[config.mk]
export PLATFORM = sky130hd
export DESIGN_NAME = dsp_serial_port
export DESIGN_NICKNAME = d
export VERILOG_FILES = /design/src/logic/dsp_serial_port.v
export VERILOG_INCLUDE_DIRS = /design/src /design/src/logic
export SDC_FILE = /design/constraint.sdc
export NUM_CORES = 1
export LEC_CHECK = 0
export ABC_AREA = 1
export BUFFER_PORTS_ARGS = -buffer_cell sky130_fd_sc_hd__buf_2
export CAP_MARGIN = 20
export CORE_MARGIN = 5
export CORE_UTILIZATION = 39
export DETAILED_ROUTE_END_ITERATION = 8
export GPL_ROUTABILITY_DRIVEN = 0
export PLACE_DENSITY_LB_ADDON = 0.2
export SYNTH_ARGS = -nofsm -noshare
export SYNTH_HDL_FRONTEND = slang
export SYNTH_SLANG_ARGS = --single-unit
[constraint.sdc]
create_clock -name i_ref_clk -period 3 [get_ports i_ref_clk]
set_clock_uncertainty 0.2 [all_clocks]
set_input_delay 0.15 -clock i_ref_clk [delete_from_list [all_inputs] [get_ports i_ref_clk]]
set_output_delay 0.15 -clock i_ref_clk [all_outputs]
set_load 0.01 [all_outputs]
[src/logic/dsp_defines.vh]
// Register map, field positions and reset values of the serial port
`ifndef DSP_DEFINES_VH
`define DSP_DEFINES_VH
`define DSP_ADDR_ASYNC_MODE 16'hff70
`define DSP_ADDR_ERR_STAT   16'hff71
`define DSP_ADDR_SYNC_MODE  16'hff72
`define DSP_ADDR_BAUD_CTRL  16'hff73
`define DSP_ADDR_DATA       16'hff74
`define DSP_AM_TX_EN        7
`define DSP_AM_RX_EN        6
`define DSP_AM_PAR_HI       5
`define DSP_AM_PAR_LO       4
`define DSP_AM_CHAR_LEN     3
`define DSP_AM_STOP_LEN     2
`define DSP_SM_ENABLE       7
`define DSP_SM_LSB_FIRST    2
`define DSP_SM_CLK_INT      1
`define DSP_ES_PARITY       2
`define DSP_ES_FRAMING      1
`define DSP_ES_OVERRUN      0
`define DSP_RST_MODE        8'h00
`define DSP_RST_ERR         3'h0
`define DSP_RST_TX_DATA     8'hff
`define DSP_RST_BAUD        8'h00
`define DSP_SYNC_BITS       4'h8
`endif

[src/logic/dsp_serial_port.v]
// Dual-mode serial port: asynchronous UART or 3-wire clocked serial port
`timescale 1ns/100ps
`include "dsp_defines.vh"
// What this block does
// - A write of the data register starts a transfer at once.
// - Seven-bit characters send bits 0 to 6 only, bit 7 ignored.
// - Transmit data register is write-only, byte-wide, resets to all ones.
// - Data address reads the receive buffer and writes the transmit register.
// - Serial input shifts into a hidden stage, then into the buffer.
// - Seven-bit reception clears buffer bit 7.
// - Receive buffer is read-only, byte-wide, undefined after reset.
// - Async frames get start bit, optional parity and stop bits.
// - Async receiver checks errors and records them in error status.
// - Sync mode bit 7 enables, bit 2 picks LSB first; resets zero.
// - Sync mode bit 1 picks internal clock, else external clock pin.
// - Async mode bit 7 enables transmit, bit 6 receive; resets zero.
// - Parity field: none, zero bit unchecked, odd, even.
// - Length bit picks seven or eight bits; stop bit picks one or two.
// - Async transmit and receive run independently at the same time.
// - Three-wire mode exchanges eight bits, shifting out and in together.
// - All enables clear stops the port and frees its pins.
// - Parity and framing errors flagged; error status resets zero.
module dsp_serial_port (
  // Clock and reset
  input  wire        i_ref_clk,
  input  wire        i_rst_b,
  // Register port
  input  wire [15:0] i_addr,
  input  wire [7:0]  i_wdata,
  input  wire        i_wr,
  input  wire        i_rd,
  output reg  [7:0]  o_rdata,
  // Serial pins
  input  wire        i_rxd,
  output reg         o_txd,
  output reg         o_txd_oe,
  input  wire        i_sck,
  output reg         o_sck,
  output reg         o_sck_oe,
  // Events and state
  output reg         o_tx_done,
  output reg         o_rx_done,
  output reg         o_sync_done,
  output reg         o_port_stopped
);
  localparam [1:0] RX_IDLE  = 2'd0;
  localparam [1:0] RX_START = 2'd1;
  localparam [1:0] RX_BITS  = 2'd2;
  localparam [1:0] RX_STOP  = 2'd3;
  reg  [7:0]  amode_q;
  reg  [7:0]  smode_q;
  reg  [7:0]  baud_q;
  reg  [7:0]  tx_data_q;
  reg  [7:0]  rx_buf_q;
  reg         rx_full_q;
  reg  [2:0]  err_q;
  reg  [2:0]  rxd_sync_q;
  reg  [2:0]  sck_sync_q;
  reg         rxd_f_q;
  reg         sck_f_q;
  reg         sck_f_prev_q;
  // Async transmitter
  reg         tx_busy_q;
  reg  [11:0] tx_frame_q;
  reg  [3:0]  tx_left_q;
  reg  [11:0] tx_tmr_q;
  // Async receiver
  reg  [1:0]  rx_st_q;
  reg  [8:0]  rx_sh_q;
  reg  [3:0]  rx_cnt_q;
  reg  [11:0] rx_tmr_q;
  // Three-wire engine
  reg         sy_busy_q;
  reg  [7:0]  sy_sh_q;
  reg  [3:0]  sy_cnt_q;
  reg  [10:0] sy_tmr_q;
  wire        tx_en    = amode_q[`DSP_AM_TX_EN];
  wire        rx_en    = amode_q[`DSP_AM_RX_EN];
  wire [1:0]  par_sel  = amode_q[`DSP_AM_PAR_HI:`DSP_AM_PAR_LO];
  wire        len8     = amode_q[`DSP_AM_CHAR_LEN];
  wire        stop2    = amode_q[`DSP_AM_STOP_LEN];
  wire        sy_en    = smode_q[`DSP_SM_ENABLE];
  wire        sy_lsb   = smode_q[`DSP_SM_LSB_FIRST];
  wire        sy_int   = smode_q[`DSP_SM_CLK_INT];
  wire        par_on   = (par_sel != 2'b00);
  wire [11:0] bit_lim  = {baud_q, 4'hf};
  wire [11:0] half_lim = {1'b0, baud_q, 3'h7};
  wire        wr_data  = i_wr && (i_addr == `DSP_ADDR_DATA);
  wire        rd_data  = i_rd && (i_addr == `DSP_ADDR_DATA);
  wire        rd_err   = i_rd && (i_addr == `DSP_ADDR_ERR_STAT);
  // Transmit frame, LSB first, idle ones above the stop bits
  wire [7:0]  tx_chr   = len8 ? i_wdata : {1'b0, i_wdata[6:0]};
  wire        tx_par   = (par_sel == 2'b10) ? ~^tx_chr :
                         (par_sel == 2'b11) ? ^tx_chr : 1'b0;
  wire        tx_pb    = par_on ? tx_par : 1'b1;
  wire [8:0]  tx_pay   = len8 ? {tx_pb, tx_chr} : {1'b1, tx_pb, tx_chr[6:0]};
  wire [3:0]  tx_nbits = 4'd9 + {3'b000, len8} + {3'b000, par_on} +
                         {3'b000, stop2};
  // Receive alignment of the hidden shift stage
  wire [3:0]  rx_n     = 4'd7 + {3'b000, len8} + {3'b000, par_on};
  wire [8:0]  rx_al    = rx_sh_q >> (4'd9 - rx_n);
  wire [7:0]  rx_chr   = len8 ? rx_al[7:0] : {1'b0, rx_al[6:0]};
  wire        rx_pb    = len8 ? rx_al[8] : rx_al[7];
  wire        rx_perr  = par_sel[1] &&
                         ((^{rx_chr, rx_pb}) == par_sel[0]);
  // Three-wire clock edges, internal or external source
  wire        sy_fall  = sy_int ? (sy_tmr_q == half_lim[10:0] && o_sck)
                                : (sck_f_prev_q && !sck_f_q);
  wire        sy_rise  = sy_int ? (sy_tmr_q == half_lim[10:0] && !o_sck)
                                : (!sck_f_prev_q && sck_f_q);
  wire        sy_out   = sy_lsb ? sy_sh_q[0] : sy_sh_q[7];
  // Pin synchronisers, a change counts once stages two and three agree
  always @(posedge i_ref_clk) begin
    if (!i_rst_b) begin
      rxd_sync_q   <= 3'h7;
      sck_sync_q   <= 3'h7;
      rxd_f_q      <= 1'b1;
      sck_f_q      <= 1'b1;
      sck_f_prev_q <= 1'b1;
    end else begin
      rxd_sync_q   <= {rxd_sync_q[1:0], i_rxd};
      sck_sync_q   <= {sck_sync_q[1:0], i_sck};
      if (rxd_sync_q[1] == rxd_sync_q[2]) begin
        rxd_f_q <= rxd_sync_q[2];
      end
      if (sck_sync_q[1] == sck_sync_q[2]) begin
        sck_f_q <= sck_sync_q[2];
      end
      sck_f_prev_q <= sck_f_q;
    end
  end
  // Software registers and register reads
  always @(posedge i_ref_clk) begin
    if (!i_rst_b) begin
      amode_q   <= `DSP_RST_MODE;
      smode_q   <= `DSP_RST_MODE;
      baud_q    <= `DSP_RST_BAUD;
      tx_data_q <= `DSP_RST_TX_DATA;
      o_rdata   <= 8'h00;
    end else begin
      if (i_wr) begin
        if (i_addr == `DSP_ADDR_ASYNC_MODE) begin
          amode_q <= i_wdata;
        end else if (i_addr == `DSP_ADDR_SYNC_MODE) begin
          smode_q <= i_wdata;
        end else if (i_addr == `DSP_ADDR_BAUD_CTRL) begin
          baud_q <= i_wdata;
        end else if (i_addr == `DSP_ADDR_DATA) begin
          tx_data_q <= i_wdata;
        end
      end
      o_rdata <= 8'h00;
      if (i_rd) begin
        if (i_addr == `DSP_ADDR_ASYNC_MODE) begin
          o_rdata <= amode_q;
        end else if (i_addr == `DSP_ADDR_SYNC_MODE) begin
          o_rdata <= smode_q;
        end else if (i_addr == `DSP_ADDR_BAUD_CTRL) begin
          o_rdata <= baud_q;
        end else if (i_addr == `DSP_ADDR_ERR_STAT) begin
          o_rdata <= {5'h00, err_q};
        end else if (i_addr == `DSP_ADDR_DATA) begin
          o_rdata <= rx_buf_q;
        end
      end
    end
  end
  // Async transmitter, starts on the data write itself
  always @(posedge i_ref_clk) begin
    if (!i_rst_b) begin
      tx_busy_q  <= 1'b0;
      tx_frame_q <= 12'hfff;
      tx_left_q  <= 4'h0;
      tx_tmr_q   <= 12'h000;
      o_tx_done  <= 1'b0;
    end else begin
      o_tx_done <= 1'b0;
      if (!tx_en || sy_en) begin
        tx_busy_q  <= 1'b0;
        tx_frame_q <= 12'hfff;
      end else if (wr_data && !tx_busy_q) begin
        tx_busy_q  <= 1'b1;
        tx_frame_q <= {2'b11, tx_pay, 1'b0};
        tx_left_q  <= tx_nbits;
        tx_tmr_q   <= 12'h000;
      end else if (tx_busy_q) begin
        if (tx_tmr_q == bit_lim) begin
          tx_tmr_q   <= 12'h000;
          tx_frame_q <= {1'b1, tx_frame_q[11:1]};
          tx_left_q  <= tx_left_q - 4'd1;
          if (tx_left_q == 4'd1) begin
            tx_busy_q <= 1'b0;
            o_tx_done <= 1'b1;
          end
        end else begin
          tx_tmr_q <= tx_tmr_q + 12'd1;
        end
      end
    end
  end
  // Async receiver, samples each bit in its middle
  always @(posedge i_ref_clk) begin
    if (!i_rst_b) begin
      rx_st_q  <= RX_IDLE;
      rx_sh_q  <= 9'h000;
      rx_cnt_q <= 4'h0;
      rx_tmr_q <= 12'h000;
    end else if (!rx_en || sy_en) begin
      rx_st_q <= RX_IDLE;
    end else begin
      rx_tmr_q <= rx_tmr_q + 12'd1;
      case (rx_st_q)
        RX_IDLE: begin
          rx_tmr_q <= 12'h000;
          if (!rxd_f_q) begin
            rx_st_q <= RX_START;
          end
        end
        RX_START: begin
          if (rx_tmr_q == half_lim) begin
            rx_tmr_q <= 12'h000;
            rx_cnt_q <= 4'h0;
            rx_st_q  <= rxd_f_q ? RX_IDLE : RX_BITS;
          end
        end
        RX_BITS: begin
          if (rx_tmr_q == bit_lim) begin
            rx_tmr_q <= 12'h000;
            rx_sh_q  <= {rxd_f_q, rx_sh_q[8:1]};
            rx_cnt_q <= rx_cnt_q + 4'd1;
            if (rx_cnt_q == rx_n - 4'd1) begin
              rx_st_q <= RX_STOP;
            end
          end
        end
        default: begin
          if (rx_tmr_q == bit_lim) begin
            rx_st_q <= RX_IDLE;
          end
        end
      endcase
    end
  end
  // Three-wire engine, out on falling edge, in on rising edge
  always @(posedge i_ref_clk) begin
    if (!i_rst_b) begin
      sy_busy_q   <= 1'b0;
      sy_sh_q     <= 8'h00;
      sy_cnt_q    <= 4'h0;
      sy_tmr_q    <= 11'h000;
      o_sck       <= 1'b1;
      o_sync_done <= 1'b0;
    end else begin
      o_sync_done <= 1'b0;
      if (!sy_en) begin
        sy_busy_q <= 1'b0;
        o_sck     <= 1'b1;
      end else if (wr_data && !sy_busy_q) begin
        sy_busy_q <= 1'b1;
        sy_sh_q   <= i_wdata;
        sy_cnt_q  <= 4'h0;
        sy_tmr_q  <= 11'h000;
      end else if (sy_busy_q) begin
        sy_tmr_q <= (sy_tmr_q == half_lim[10:0]) ? 11'h000 : sy_tmr_q + 11'd1;
        if (sy_int && sy_tmr_q == half_lim[10:0]) begin
          o_sck <= ~o_sck;
        end
        if (sy_rise) begin
          sy_sh_q  <= sy_lsb ? {rxd_f_q, sy_sh_q[7:1]}
                             : {sy_sh_q[6:0], rxd_f_q};
          sy_cnt_q <= sy_cnt_q + 4'd1;
          if (sy_cnt_q == `DSP_SYNC_BITS - 4'd1) begin
            sy_busy_q   <= 1'b0;
            o_sync_done <= 1'b1;
          end
        end
      end
    end
  end
  // Serial data out and pin ownership
  always @(posedge i_ref_clk) begin
    if (!i_rst_b) begin
      o_txd          <= 1'b1;
      o_txd_oe       <= 1'b0;
      o_sck_oe       <= 1'b0;
      o_port_stopped <= 1'b1;
    end else begin
      if (sy_en) begin
        if ((!sy_busy_q && wr_data) || (sy_busy_q && sy_fall)) begin
          o_txd <= sy_busy_q ? sy_out :
                   (sy_lsb ? i_wdata[0] : i_wdata[7]);
        end
      end else begin
        o_txd <= tx_frame_q[0];
      end
      o_txd_oe       <= tx_en || sy_en;
      o_sck_oe       <= sy_en && sy_int;
      o_port_stopped <= !tx_en && !rx_en && !sy_en;
    end
  end
  // Receive buffer, error status and receive event
  always @(posedge i_ref_clk) begin
    if (rx_st_q == RX_STOP && rx_tmr_q == bit_lim && rx_en && !sy_en) begin
      rx_buf_q <= rx_chr;
    end else if (sy_rise && sy_busy_q && sy_en &&
                 sy_cnt_q == `DSP_SYNC_BITS - 4'd1) begin
      rx_buf_q <= sy_lsb ? {rxd_f_q, sy_sh_q[7:1]}
                         : {sy_sh_q[6:0], rxd_f_q};
    end
  end
  always @(posedge i_ref_clk) begin
    if (!i_rst_b) begin
      err_q     <= `DSP_RST_ERR;
      rx_full_q <= 1'b0;
      o_rx_done <= 1'b0;
    end else begin
      o_rx_done <= 1'b0;
      if (rd_err) begin
        err_q <= `DSP_RST_ERR;
      end
      if (rd_data) begin
        rx_full_q <= 1'b0;
      end
      // Set wins over the read that clears
      if (rx_st_q == RX_STOP && rx_tmr_q == bit_lim && rx_en && !sy_en) begin
        o_rx_done <= 1'b1;
        rx_full_q <= 1'b1;
        err_q     <= (rd_err ? 3'h0 : err_q) |
                     {rx_perr, !rxd_f_q, rx_full_q && !rd_data};
      end
    end
  end
endmodule

# Word level (Yosys, flattened, before mapping)
# Cells that the tools add are included.
# W data, S select, Z words.
# op_classes
addsub	13
multipliers	0
div	0
n_lt_le_gt_ge	0
n_eq_ne	25
n_shift	1
muxes	68
bitwise_logic	13
n_reduce_logical	67
# ops
cell	count
$mux W8	13
$eq A16 B16 Y1 const B	5
$mux W12	5
$pmux W12 S3	1
$mux W11	3
$mux W4	8
$mux W10	3
$add A12 B1 Y12 const B	2
$eq A12 B12 Y1	2
$mux W1	24
$logic_and A1 B1 Y1	22
$reduce_bool A2 Y1	8
$reduce_and A3 Y1	5
$add A4 B1 Y4	3
$eq A12 B11 Y1	1
$mux W2	6
$not A1 Y1	12
$reduce_and A2 Y1	6
$add A11 B1 Y11 const B	1
$eq A11 B11 Y1	1
$logic_not A1 Y1	10
$reduce_or A5 Y1	2
$mux W9	1
$reduce_xor A9 Y1	1
26 further kinds	42
# totals
regBits	139
latchBits	0
ramBits	0
rom_bits	0
inputBits	30
out_inout_bits	16
elab_cells	219
memories	0

# Logic depth before layout (Yosys ltp)
# depth
ltp_word	10
mapped_depth	20
depth_no_buf	19

# Worst setup path after synthesis
# Ideal clock, no wire load.
# synth_path
path_kind	register to register
startpoint	reg sy_tmr_q[0]
endpoint	reg rx_buf_q[0] (enable)
setup_ns	0.384
arrival_time_ns	1.876
required_ns	2.416
setup_slack_ns	0.540
stages_incl_launch_ff	10
path_buffers	0
period_less_slack_ns	2.460
cell_sequence	dfxtp_1 ha_1 nand2_1 a21oi_1 nand3_1 nor2_1 nand4_1 nand2_1 nand2_1 o21ai_0
# synth_via
elab_chain_cells	7
# synth_rtl
item	line_no	rtl
start: declaration	dsp_serial_port.v:76	reg [10:0] sy_tmr_q;
start signal: assignment	dsp_serial_port.v:264	sy_tmr_q <= (sy_tmr_q == half_lim[10:0]) ? 11'h000 : sy_tmr_q + 11'd1;
$eq A11 B11 Y1	dsp_serial_port.v:109	wire sy_rise = sy_int ? (sy_tmr_q == half_lim[10:0] && !o_sck)
$logic_and A1 B1 Y1	dsp_serial_port.v:109	
$mux W1	dsp_serial_port.v:109	
$logic_and A1 B1 Y1 (3 in series)	dsp_serial_port.v:305	end else if (sy_rise && sy_busy_q && sy_en &&
$reduce_bool A2 Y1 (no line)	--	
end signal: assignment	dsp_serial_port.v:304	rx_buf_q <= rx_chr;
end signal: assignment	dsp_serial_port.v:307	rx_buf_q <= sy_lsb ? {rxd_f_q, sy_sh_q[7:1]}
end: declaration	dsp_serial_port.v:54	reg [7:0] rx_buf_q;
# Every way passes these cells.
# A chain may end at the register's enable or synchronous reset.

==> results.txt <==
The cell-internal power is 3.30 mW. For the pin with the worst max-slew slack, the measured transition is approximately 0.71 ns. The maximum level of the CTS H-tree is 4. Summing every instance area after synthesis gives 7650 sq um.

The final clock period utilization by the worst path came out at 0.884. The slowest stage of the critical path is the dlygate4sd3_1 cell. The total length of routed wires came out at 21000 microns.

The sequential element share of the synthesized area came out at 0.374. The number of slew-limit violations in the final report is 0. For this run, the total global-route usage over all layers was measured as 0.196. The maximum clock frequency came out at 377 MHz. The count of final setup violators came out at 0. The detail-routed net length per standard cell is 14.7 microns. The area of the multi-input gates is ~4100 sq um. The total of buffers placed on input and output ports came out at 45. The die is 150 microns wide. The net count of the finished layout is approximately 1200.

The worst register-to-register path ends at err_q[2]. The leakage power is 3.70 nW. The core region is 19400 sq um. The signal on the critical path passes through dlygate4sd3_1 -> buf_2 -> buf_4 -> o21ai_0 -> dlygate4sd3_1 -> a21oi_1 -> dlygate4sd3_1. The tightest min-delay check is of the in -> reg type.

The detailed router placed slightly above 7000 vias in this run. The fraction of synthesis flops using an asynchronous set or reset pin is 0. The total CTS buffers came out at 17.

The fraction of layout instances using a drive strength above 1 is 0.124. The share of total power dissipated in the clock network is 0.524. The worst-skew pair later-pin latency came out at 0.43 ns. The required time of the critical path is 3.17 ns. The relative contribution of combinational cells to total power is 0.031.

The number of global-route vias before repair is just under 7000. The net count of the mapped netlist came out at 1135. The net switching power came out at 902 uW. The number of antenna violations at the first check in global routing came out at 0.

In the post-synthesis netlist, the cell with the most instances is nand2_1. The data arrival at the endpoint of the critical path is 2.82 ns. The post-synthesis to final-layout area growth came out at 16.2%.

In the routed design, unresolved DRC markers number 0. The source of the worst register-to-register timing path is amode_q[4]. The share of power burned in registers came out at 0.444.

Setup repair after global routing left no endpoint under its margin. The first routing iteration left 587 violations. The critical path class is in -> reg. The final count of hold timing violations is 0. Once detail routing completed, the nets flagged for antenna violations numbered 0. dfxtp_1 takes more of the synthesized area than any other cell. The repair_antennas step left the layout with diodes totalling 0. The mean number of vias per cell is 5.05.

The power per standard cell area is around 470 nW/um^2. The clock tree buffer depth is 2. The clock transition at the registers of the reported paths came out at 0.06 ns.

The Yosys step of the flow raised 0 warnings. The initial utilization of the core area, before any placement, comes to 0.395. The peak ir drop on the vdd network is roughly 0.00036 V.

The most critical setup path has its startpoint at i_rst_b. Ranked by instance count, the synthesized netlist is headed by 280 x nand2_1, 131 x dfxtp_1, 112 x o21ai_0. The number of sinks on the clock net is 139. Fill cells in the final layout number between 2000 and 2500.

The remaining global-route overflow is 0. Ranked by total cell area, the synthesized netlist is headed by dfxtp_1 34%, nand2_1 14%, o21ai_0 7.3%. The smallest setup slack after layout is 0.347 ns.

The final setup TNS is 0 ns. The flow ran to the end, and the final reports show no timing, DRC or antenna violations. The number of flops mapped to enable cells by yosys came out at 8. The minimum setup slack among reg-to-reg paths is 0.39 ns. The average footprint of a synthesized cell came out at 7.03 sq um. Summing all flip-flop and latch instances after layout gives 2860 sq um. The number of rows in the core area came out at 51. The critical path endpoint is amode_q[6].

The tool flagged a number of max-cap violations equal to 0. In the synthesized netlist, the number of instances is approximately 1100. The number of top-level pins is 46.

The half-perimeter wire length of the detailed placement result came out at 15700 microns. The first-pass GRT wire length is 35000 microns. The worst path in the final design needs a cycle of 2.65 ns, including I/O delays and setup. TritonCTS built the clock tree.

The count of state elements after synthesis came out at approximately 140. The number of cells upsized or downsized after cts came out at 0. Entering global routing, the biggest net connects 45 pins. The peak per-stage delay on the critical path came out at 0.58 ns.

The critical-path maximum fanout is 44. The category of the worst setup path launch point is an input port. The master cell of the clock root buffer is clkbuf_16. The area of the die came out at 22500 sq um.

The share of the synthesized area in the top cell type is 0.343. The worst setup path is captured at a flip-flop. OpenSTA, run right after detailed placement, puts the worst setup slack at 0.409 ns. The worst reg2reg path depth is 18. The switching fraction of total power came out at 0.215. The count of different cell masters after synthesis is 53. Before antenna repair, the detailed router went through 5 iterations. The most frequent cell on the critical path is dlygate4sd3_1. For this run, the leading register cell type out of synthesis is dfxtp_1.

The worst relative slew slack is 0.528. The die outline height is approximately 150 microns.
-- per-layer routing --
metal	global-route usage	part of all wire	up-vias
li1	-	-	3698
met3	0.0366	0.041	37
met4	0.0727	0.026	0
met1	0.270	0.48	3301
met5	0	0	-
met2	0.307	0.45	160
-- layout by cell type, fill, tap and decap left out, types with 12 or more instances in the layout --
cell and count:
a21oi_1 74, o21ai_0 112, inv_1 104, xnor2_1 18
nand4_1 17, xor2_1 24, buf_4 12, nor3_1 16
nand2_1 280, buf_2 45, dfxtp_1 131, dlygate4sd3_1 18
ha_1 17, clkbuf_16 17, nand3_1 47, nor2_1 89
-- how the worst min path moves through the flow --
stage,start,to,slack (ns),depth (start not counted)
floorplan,i_rxd,rxd_sync_q[0],0.06,1
global placement,i_rxd,rxd_sync_q[0],0.14,2
detailed placement,i_rxd,rxd_sync_q[0],0.14,2
CTS,i_wr,smode_q[1],0.004,4
global route,i_wr,smode_q[6],0.03,4
finish,i_wr,smode_q[0],0.01,4
-- flip-flops by register name (all words and copies together), names as in the netlist, 2 cells and up --
signal,count
rxd_sync_q,3
rx_cnt_q,4
smode_q,8
tx_left_q,4
rx_st_q,2
amode_q,8
err_q,3
tx_frame_q,10
rx_buf_q,8
sck_sync_q,3
sy_tmr_q,11
o_rdata,8
rx_tmr_q,12
sy_sh_q,8
rx_sh_q,9
tx_tmr_q,12
baud_q,8
sy_cnt_q,4
-- power by group through the flow --
| stage | registers, mW | logic, mW | clock network, mW |
|---|---|---|---|
| after floorplan | 1.91 | 0.0594 | 0 |
| after global placement | 1.91 | 0.115 | 0 |
| after detailed placement | 1.91 | 0.114 | 0 |
| after CTS | 1.87 | 0.131 | 2.24 |
| after global routing | 1.86 | 0.145 | 2.33 |
| final | 1.87 | 0.132 | 2.20 |
-- critical path, delay by kind of cell --
kind                   cells  cell delay (ns)
AO/OA/AOI/OAI              2             0.26
buffers and inverters      5             2.38
-- cells by family after synthesis --
kind of cell	after synthesis	synth area share
xor+xnor	42	0.0481
buf+inv	153	0.0845
compound gates	232	0.166
flops	139	0.374
simple gates	505	0.299
fa+ha+maj	17	0.0278
-- area by class of cell --
cell class                 instances  share of cell area
sequential                       139               0.322
clock buffer                      20              0.0491
inverter                         119              0.0508
timing repair buffer              75              0.0557
multi-input combinational        796               0.466
clock inverter                    12              0.0194
tap                              265              0.0373
-- stage by stage --
stage,area (sq um),util,hold WS (ns),cells,power (mW)
2_1_floorplan,7650,-,0.0566,1088,1.97
3_3_place_gp,8110,0.418,0.137,1376,2.02
3_5_place_dp,8110,0.418,0.142,1376,2.02
4_1_cts,8890,0.459,0.00430,1426,4.24
5_1_grt,8890,0.459,0.0273,1426,4.34
6_report,8890,0.459,0.0124,1426,4.20
-- what timing repair did --
item | 4_1_cts | 5_1_grt
setup buffers | 0 | 0
hold endpoints to repair | 40 | 0
hold buffers | 18 | 0
No activity file was read; power rests on OpenSTA's default activity.
